File: config.mk
export PLATFORM = sky130hd
export DESIGN_NAME = ifj_exec
export DESIGN_NICKNAME = d
export VERILOG_FILES = /design/src/rtl/ifj_pkg.sv /design/src/rtl/ifj_inc_alu.sv /design/src/rtl/ifj_exec.sv
export VERILOG_INCLUDE_DIRS = /design/src /design/src/rtl
export SDC_FILE = /design/constraint.sdc
export NUM_CORES = 1
export LEC_CHECK = 0
export BUFFER_PORTS_ARGS = -buffer_cell sky130_fd_sc_hd__buf_4
export CAP_MARGIN = 10
export CORE_MARGIN = 5
export CORE_UTILIZATION = 50
export CTS_BUF_LIST = sky130_fd_sc_hd__clkbuf_8
export CTS_CLUSTER_DIAMETER = 200
export DETAILED_ROUTE_END_ITERATION = 8
export PLACE_DENSITY = 0.76
export SYNTH_ARGS = -nofsm -noshare
export SYNTH_HDL_FRONTEND = slang
export SYNTH_SLANG_ARGS = --single-unit
File: constraint.sdc
create_clock -name clock -period 3.71 [get_ports clock]
set_input_delay 0.371 -clock clock [delete_from_list [all_inputs] [get_ports clock]]
set_output_delay 0.371 -clock clock [all_outputs]
set_load 0.05 [all_outputs]
File: src/rtl/ifj_cfg.svh
// Purpose: named constants for the increment and absolute jump execution block
// Assumes: 16-bit instruction words, 12-bit data address, 21-bit program counter
// Notes:   each constant is named once here; the figure 4'hf backs three of them
`ifndef IFJ_CFG_SVH
`define IFJ_CFG_SVH
`define IFJ_OPC_INC        6'h0a
`define IFJ_OPC_JMP1       8'hef
`define IFJ_OPC_JMP2       4'hf
`define IFJ_IDX_LIMIT      8'h5f
`define IFJ_ACC_SPLIT      8'h60
`define IFJ_ACC_HI_BANK    4'hf
`define IFJ_ACC_LO_BANK    4'h0
`define IFJ_PC_RESET       21'h00_0000
`define IFJ_FLAGS_RESET    5'h00
`define IFJ_BYTE_ZERO      8'h00
`define IFJ_BYTE_ONE       8'h01
`define IFJ_ADDR_ZERO      12'h000
`define IFJ_NIB_MAX        4'hf
`define IFJ_BYTE_SIGNMAX   8'h7f
`endif

File: src/rtl/ifj_pkg.sv
// Purpose: shared types for the increment and absolute jump execution block
// Assumes: four quarter phases per instruction cycle
// Notes:   flags are packed in status bit order n, ov, z, dc, c
package ifj_pkg;
   typedef enum logic [1:0] {
      IFJ_Q1 = 2'b00,
      IFJ_Q2 = 2'b01,
      IFJ_Q3 = 2'b10,
      IFJ_Q4 = 2'b11
   } ifj_phase_t;

   typedef enum logic [1:0] {
      IFJ_ST_IDLE  = 2'b00,
      IFJ_ST_INC   = 2'b01,
      IFJ_ST_JMP   = 2'b10,
      IFJ_ST_FLUSH = 2'b11
   } ifj_state_t;

   typedef struct packed {
      logic negative_flag;
      logic overflow_flag;
      logic zero_flag;
      logic digit_carry_flag;
      logic carry_flag;
   } ifj_flags_t;

   typedef struct packed {
      logic [7:0] result;
      ifj_flags_t flags;
   } ifj_alu_out_t;
endpackage : ifj_pkg

File: src/rtl/ifj_inc_alu.sv
// Purpose: byte incrementer with status flag generation
// Assumes: purely combinational, operand stable during the process phase
// Notes:   carry out of bit 7 is the carry flag, out of bit 3 the digit carry
`timescale 1ns/10ps
`include "ifj_cfg.svh"
module ifj_inc_alu (
   // operand
   input  wire logic [7:0]            operand,
   // result and flags
   output ifj_pkg::ifj_alu_out_t      alu_out
);
   logic [8:0] sum;
   logic [4:0] low_sum;

   always_comb begin
      sum     = {1'b0, operand} + {1'b0, `IFJ_BYTE_ONE};                      // RL1
      low_sum = {1'b0, operand[3:0]} + 5'h01;
      alu_out.result                 = sum[7:0];                                 // RL1
      alu_out.flags.carry_flag       = sum[8];                                   // RL7
      alu_out.flags.digit_carry_flag = low_sum[4];                               // RL7
      alu_out.flags.zero_flag        = (sum[7:0] == `IFJ_BYTE_ZERO);             // RL7
      alu_out.flags.negative_flag    = sum[7];                                   // RL7
      // adding +1 overflows only from the largest positive value
      alu_out.flags.overflow_flag    = (operand == `IFJ_BYTE_SIGNMAX);           // RL7
   end
endmodule : ifj_inc_alu

File: src/rtl/ifj_exec.sv
// Purpose: executes the increment-file and absolute-jump instructions of the core
// Assumes: phase input from the core clock divider, one instruction word per cycle
// Notes:   data memory sits outside; read data must be valid in the same phase as the address
//
// How it works
// RL1: increment reads the addressed byte and adds one modulo 256
// RL2: destination bit 0 writes result to working register, file byte untouched
// RL3: destination bit 1 writes result back to the addressed file register
// RL4: bank bit 0 resolves the address inside the access bank
// RL5: bank bit 1 joins bank select register with the 8-bit address
// RL6: bank 0, extended set on, address up to 95 uses indexed literal offset
// RL7: increment updates carry, digit carry, negative, overflow and zero flags
// RL8: jump reads upper literal and writes program counter in last phase
// RL9: jump loads its 20-bit literal into program counter bits 20 to 1
// RL10: jump always takes two cycles, second flushes the fetched instruction
// RL11: increment opcode is 001010 then d, a and 8-bit address, one word
// RL12: increment decodes, reads, processes and writes in the four phases
`timescale 1ns/10ps
`include "ifj_cfg.svh"
module ifj_exec (
   // clock and reset
   input  wire logic                 clock,
   input  wire logic                 nrst,
   // instruction stream
   input  wire ifj_pkg::ifj_phase_t  phase,
   input  wire logic [15:0]          instr_word,
   input  wire logic                 instr_valid,
   // core state
   input  wire logic [3:0]           bank_select_register,
   input  wire logic [11:0]          index_base,
   input  wire logic                 ext_set_enable,
   input  wire logic [7:0]           mem_rdata,
   // data memory port
   output logic [11:0]               mem_addr,
   output logic                      mem_rd,
   output logic                      mem_we,
   output logic [7:0]                mem_wdata,
   // working register write
   output logic                      wreg_we,
   output logic [7:0]                wreg_wdata,
   // status and program counter
   output ifj_pkg::ifj_flags_t       status_flags,
   output logic                      status_we,
   output logic [20:0]               pc,
   output logic                      pc_load,
   output logic                      flush,
   output logic                      busy
);
   logic                      rst_meta;
   logic                      rst_sync;
   ifj_pkg::ifj_state_t       state;
   logic                      dest_file;
   logic [7:0]                low_literal;
   logic [7:0]                operand;
   ifj_pkg::ifj_alu_out_t     alu_out;
   ifj_pkg::ifj_alu_out_t     alu_held;
   logic [11:0]               next_addr;

   function automatic logic is_inc(input logic [15:0] w);
      is_inc = (w[15:10] == `IFJ_OPC_INC);                                       // RL11
   endfunction : is_inc

   function automatic logic is_jmp1(input logic [15:0] w);
      is_jmp1 = (w[15:8] == `IFJ_OPC_JMP1);
   endfunction : is_jmp1

   // reset release through two flops; assertion stays asynchronous
   always_ff @(posedge clock or negedge nrst) begin
      if (!nrst) begin
         rst_meta <= 1'b0;
         rst_sync <= 1'b0;
      end else begin
         rst_meta <= 1'b1;
         rst_sync <= rst_meta;
      end
   end

   // data address resolution
   always_comb begin
      next_addr = `IFJ_ADDR_ZERO;
      if (instr_word[8]) begin
         next_addr = {bank_select_register, instr_word[7:0]};                    // RL5
      end else if (ext_set_enable && (instr_word[7:0] <= `IFJ_IDX_LIMIT)) begin
         next_addr = index_base + {4'h0, instr_word[7:0]};                       // RL6
      end else if (instr_word[7:0] < `IFJ_ACC_SPLIT) begin
         next_addr = {`IFJ_ACC_LO_BANK, instr_word[7:0]};                        // RL4
      end else begin
         // upper access range, 8'h60 and above, maps onto the special function registers
         next_addr = {`IFJ_ACC_HI_BANK, instr_word[7:0]};                        // RL4
      end
   end

   ifj_inc_alu u_alu (
      .operand (operand),
      .alu_out (alu_out)
   );

   // sequencing across the quarter phases
   always_ff @(posedge clock or negedge rst_sync) begin
      if (!rst_sync) begin
         state <= ifj_pkg::IFJ_ST_IDLE;
      end else begin
         case (state)
            ifj_pkg::IFJ_ST_IDLE: begin
               if (phase == ifj_pkg::IFJ_Q1 && instr_valid) begin
                  if (is_inc(instr_word)) begin
                     state <= ifj_pkg::IFJ_ST_INC;                                // RL12
                  end else if (is_jmp1(instr_word)) begin
                     state <= ifj_pkg::IFJ_ST_JMP;
                  end
               end
            end
            ifj_pkg::IFJ_ST_INC: begin
               if (phase == ifj_pkg::IFJ_Q4) begin
                  state <= ifj_pkg::IFJ_ST_IDLE;                                  // RL12
               end
            end
            ifj_pkg::IFJ_ST_JMP: begin
               if (phase == ifj_pkg::IFJ_Q4) begin
                  state <= ifj_pkg::IFJ_ST_FLUSH;                                 // RL10
               end
            end
            ifj_pkg::IFJ_ST_FLUSH: begin
               // the whole second cycle is a no-operation
               if (phase == ifj_pkg::IFJ_Q4) begin
                  state <= ifj_pkg::IFJ_ST_IDLE;                                  // RL10
               end
            end
            default: begin
               state <= ifj_pkg::IFJ_ST_IDLE;
            end
         endcase
      end
   end

   // decode phase latches fields of the current word
   always_ff @(posedge clock or negedge rst_sync) begin
      if (!rst_sync) begin
         dest_file   <= 1'b0;
         low_literal <= `IFJ_BYTE_ZERO;
         mem_addr    <= `IFJ_ADDR_ZERO;
      end else if (state == ifj_pkg::IFJ_ST_IDLE && phase == ifj_pkg::IFJ_Q1 && instr_valid) begin
         dest_file   <= instr_word[9];                                           // RL11
         low_literal <= instr_word[7:0];
         if (is_inc(instr_word)) begin
            mem_addr <= next_addr;
         end
      end
   end

   // operand read in phase two, arithmetic held in phase three
   always_ff @(posedge clock or negedge rst_sync) begin
      if (!rst_sync) begin
         mem_rd  <= 1'b0;
         operand <= `IFJ_BYTE_ZERO;
         alu_held <= '0;
      end else begin
         mem_rd <= (state == ifj_pkg::IFJ_ST_IDLE) && (phase == ifj_pkg::IFJ_Q1)
                   && instr_valid && is_inc(instr_word);                         // RL12
         if (state == ifj_pkg::IFJ_ST_INC && phase == ifj_pkg::IFJ_Q2) begin
            operand <= mem_rdata;                                                // RL1
         end
         if (state == ifj_pkg::IFJ_ST_INC && phase == ifj_pkg::IFJ_Q3) begin
            alu_held <= alu_out;                                                 // RL12
         end
      end
   end

   // destination write in phase four
   always_ff @(posedge clock or negedge rst_sync) begin
      if (!rst_sync) begin
         mem_we       <= 1'b0;
         mem_wdata    <= `IFJ_BYTE_ZERO;
         wreg_we      <= 1'b0;
         wreg_wdata   <= `IFJ_BYTE_ZERO;
         status_we    <= 1'b0;
         status_flags <= `IFJ_FLAGS_RESET;
      end else begin
         mem_we    <= 1'b0;
         wreg_we   <= 1'b0;
         status_we <= 1'b0;
         if (state == ifj_pkg::IFJ_ST_INC && phase == ifj_pkg::IFJ_Q4) begin
            if (dest_file) begin
               mem_we    <= 1'b1;                                                // RL3
               mem_wdata <= alu_held.result;                                     // RL3
            end else begin
               wreg_we    <= 1'b1;                                               // RL2
               wreg_wdata <= alu_held.result;                                    // RL2
            end
            status_we    <= 1'b1;                                                // RL7
            status_flags <= alu_held.flags;                                      // RL7
         end
      end
   end

   // program counter load and flush signalling
   always_ff @(posedge clock or negedge rst_sync) begin
      if (!rst_sync) begin
         pc      <= `IFJ_PC_RESET;
         pc_load <= 1'b0;
         flush   <= 1'b0;
         busy    <= 1'b0;
      end else begin
         pc_load <= 1'b0;
         if (state == ifj_pkg::IFJ_ST_JMP && phase == ifj_pkg::IFJ_Q4) begin
            // second word must carry the 1111 prefix; otherwise the jump is dropped
            if (instr_word[15:12] == `IFJ_OPC_JMP2) begin
               pc      <= {instr_word[11:0], low_literal, 1'b0};                 // RL9
               pc_load <= 1'b1;                                                  // RL8
            end
         end
         flush <= (state == ifj_pkg::IFJ_ST_JMP && phase == ifj_pkg::IFJ_Q4)
                  || (state == ifj_pkg::IFJ_ST_FLUSH && phase != ifj_pkg::IFJ_Q4); // RL10
         busy  <= (state != ifj_pkg::IFJ_ST_IDLE) && !(phase == ifj_pkg::IFJ_Q4
                  && (state == ifj_pkg::IFJ_ST_INC || state == ifj_pkg::IFJ_ST_FLUSH));
      end
   end
endmodule : ifj_exec

==> out/qor.txt <==
WORST SETUP PATH
--------------------------------------------------------------------------------------
Kind of end point of the critical path                                       flip-flop
Highest net fanout along the worst path                                             17
Cell-by-cell listing of the critical path                                 nor4_4 > nand4_4 > inv_2 > o21ai_0 > nor4_1 > nor3_1
Stage delay of the slowest cell on the critical path                           0.53 ns
Library cell contributing the largest single delay on the critical path        dfrtp_1
Crit path kind                                                            flip-flop to flip-flop
Worst setup SP type                                                          flip-flop
Data required time of the worst path                                           3.96 ns
Arrival time of the worst setup path                                           2.34 ns

FINAL LAYOUT
--------------------------------------------------------------------------------------
Share of cells above drive strength 1                                            38.0%
Antenna cells                                                                        0
Relative area change from synthesis to final layout                              24.8%
Final net count                                                                    540
Final standard cell count with taps included and fillers excluded                  597
Non-Filler Cell Area, Final                                                0.00542 mm2

PLACEMENT
--------------------------------------------------------------------------------------
Last weighted congestion value of the routability-driven placer                  0.913
Placed wire-length estimate after detailed placement                           7.61 mm
Number of port buffers                                                             105
Worst slack, placed                                                            1.65 ns
Inst Count DP                                                                      580
Post-DP Area                                                               0.00520 mm2

GLOBAL ROUTING
--------------------------------------------------------------------------------------
First-pass GRT wire length                                                     15.8 mm
Total congestion overflow                                                            0
Number of global-route vias before repair                                         3278
Largest net degree at the start of global routing                                   71
Tot GR Track Use                                                                 19.3%
Initial antenna violation count                                                      0

FLOORPLANNING
--------------------------------------------------------------------------------------
Horiz. Die Dim                                                                  103 um
Cell Rows                                                                           34
Core region area                                                           0.00859 mm2
Number of I/O pins                                                                 107
Vertical extent of the die                                                      103 um
Starting Density                                                                 50.6%
Die area                                                                    0.0107 mm2

DETAILED ROUTING
--------------------------------------------------------------------------------------
Via count normalized by instance count                                            5.42
Wirelength per Cell                                                            16.7 um
Number of nets still failing antenna checks after routing                            0
Number of DRC markers after the initial detailed-route iteration                    95
Total number of vias                                                              3235
Total routed wirelength                                                        9.95 mm
Pre-antenna DRT Iters                                                                4
DR DRC count                                                                         0

CLOCK NETWORK
--------------------------------------------------------------------------------------
Number of buffers on the longest clock path                                          2
Maximum level of the CTS H-tree                                                      3
Clock transition at the registers of the reported paths                        0.11 ns
Clock root buffer                                                             clkbuf_8
CTS resizes                                                                          0
Clock latency on the worst-skew pair                                           0.36 ns
TritonCTS clock tree                                                              done
Number of buffers created by CTS                                                     9
Sink count of the clock tree                                                        93

STA
--------------------------------------------------------------------------------------
Final count of pins violating max slew                                               0
Total negative setup slack                                                        0 ns
Worst clock skew on the final layout                                         0.0110 ns
Worst slew slack as a fraction of its limit                                      41.0%
Worst Max-Slew Pin Slew                                                       0.885 ns
Post-layout minimum cycle time                                                 2.09 ns
Final hold viol count                                                                0
RSZ-0062 raised after global routing                                                no
FMAX                                                                           478 MHz
Setup slack after layout                                                       1.62 ns
# setup viols final                                                                  0
Final clock period utilization by the worst path                                 56.4%

OUTCOME
--------------------------------------------------------------------------------------
Run status                                                                   completed

YOSYS
--------------------------------------------------------------------------------------
Cell type contributing the most total cell area after synthesis                dfrtp_1
Count of state elements after synthesis                                             93
Flip-flop cell with the highest count after synthesis                          dfrtp_1
Number of flops mapped to enable cells by yosys                                      0
Most used standard cells in the synthesized netlist                       93 x dfrtp_1, 51 x mux2_2, 47 x nand2_1
Number of instances in the synthesized netlist                                     380
Share of the synthesized area in the top cell type                               53.6%
Synthesis Warnings                                                                   0
Number of nets produced by synthesis                                               436
Sequential area share after synthesis                                            53.6%
Top-count cell post-synth                                                      dfrtp_1
Post-synthesis async set-or-reset flop share                                      100%
Number of distinct library cells after synthesis                                    50
Cell types occupying the most area after synthesis                        dfrtp_1 54%, mux2_2 13%, nand2_1 4.1%, ha_1 2.6%, a21oi_1 2.5%
Post-synth design cell area                                                0.00435 mm2
Syn_area_per_cell                                                             11.4 um2

HOLD PATH
--------------------------------------------------------------------------------------
Type of the most critical hold path                                       input port to flip-flop

RUN
--------------------------------------------------------------------------------------
# Max-Cap Violations                                                                 0

POWER
--------------------------------------------------------------------------------------
Worst ir drop on vdd                                                          0.411 mV
Power per cell area                                                         638 mW/mm2
Total design power                                                             3.46 mW
Leak                                                                           2.70 nW

[cell usage in the layout (no fill, tap or decap), drive strengths merged, types with 2 or more instances in the layout]
| cell type | netlist | routed |
|---|---|---|
| and2 | 3 | 3 |
| o22a | 2 | 2 |
| nor4 | 3 | 3 |
| clkbuf | 8 | 9 |
| nor2 | 16 | 16 |
| or3 | 2 | 2 |
| nand2 | 49 | 49 |
| nor3b | 3 | 3 |
| nor2b | 6 | 6 |
| ha | 9 | 9 |
| a21oi | 22 | 22 |
| o31ai | 5 | 5 |
| a211oi | 2 | 2 |
| mux2i | 2 | 2 |
| conb | 2 | 2 |
| a21o | 6 | 6 |
| xor2 | 4 | 4 |
| nand3 | 14 | 14 |
| o211a | 3 | 3 |
| xnor2 | 5 | 5 |
| o21ai | 22 | 22 |
| o21a | 2 | 2 |
| nor3 | 7 | 7 |
| buf | 7 | 107 |
| mux2 | 53 | 53 |
| nand3b | 3 | 3 |
| nand4 | 8 | 8 |
| dfrtp | 93 | 93 |
| inv | 8 | 13 |
[power breakdown]
part	total, mW	switching [mW]	internal [mW]
sequential	1.51	0.232	1.28
combinational	1.23	0.759	0.466
clock	0.723	0.394	0.329
[state kept, by name (all words and copies together), names as in the netlist, 2 cells and up]
signal and count:
low_literal 8, wreg_wdata 8, status_flags 5, pc 20, alu_held 12, operand 8, state 2, mem_addr 12
mem_wdata 8
[logic make-up (layout without fill, tap and decap cells)]
kind of cell,Yosys count,in the layout,share of synthesized area [%]
and+or+nand+nor,119,119,14.9
DFF,93,93,53.6
AOI/OAI and AO/OA,69,69,9.65
muxes,55,55,14.2
buffers and inverters,23,132,2.62
adders and majority gates,10,10,3.05
xor gates and xnor gates,9,9,1.81
other,2,2,0.173
[path summary, 6_finish.rpt]
kind / startpoint / endpoint / slack, ns / depth (start not counted)
worst max-delay path: state[0] / mem_addr[11] / 1.62 / 6
worst min-delay path: mem_rdata[2] / operand[2] / 0.24 / 2
worst max register to register: state[0] / mem_addr[11] / 1.62 / 6
worst min register to register: rst_meta / rst_sync / 0.36 / 0
min in group asynchronous: nrst / rst_sync / 0.33 / 2
max in group asynchronous: rst_sync / alu_held[12] / 2.42 / 1
[what timing repair did]
item                                   in CTS  in global routing
hold buffers                                1                  0
endpoints found under the hold margin       2                  0
buffers inserted                            0                  0
[routing by layer]
metal  GRT usage [%]  up-vias  wire length, um
met5               0        -                0
met4            7.57        0              177
met3            4.23       14              643
met2            32.5       85             5030
met1            24.3     1581             4090
li1                -     1555                -
[final cells by class]
cell class	instances	area [um2]
clock buffers	9	124
clock inverters	7	86.3
fillers	722	3170
inverters	8	30.0
multi-input cells	264	1900
flip-flops and latches	93	2330
well taps	108	135
repair buffers	108	813
[worst max-delay path, delay by kind of cell (launching register included)]
family,cells,cell delay [ns]
buffers and inverters,1,0.27
AOI/OAI and AO/OA,1,0.12
and+or+nand+nor,4,1.06
DFF,1,0.53
[stage by stage]
stage	hold slack, ns	utilization, %
global placement	0.154	60.6
CTS	0.227	63.1
detailed placement	0.154	60.6
finish	0.242	63.1
floorplan	0.0754	-
global route	0.232	63.1
Power figures use the tool's default switching activity.
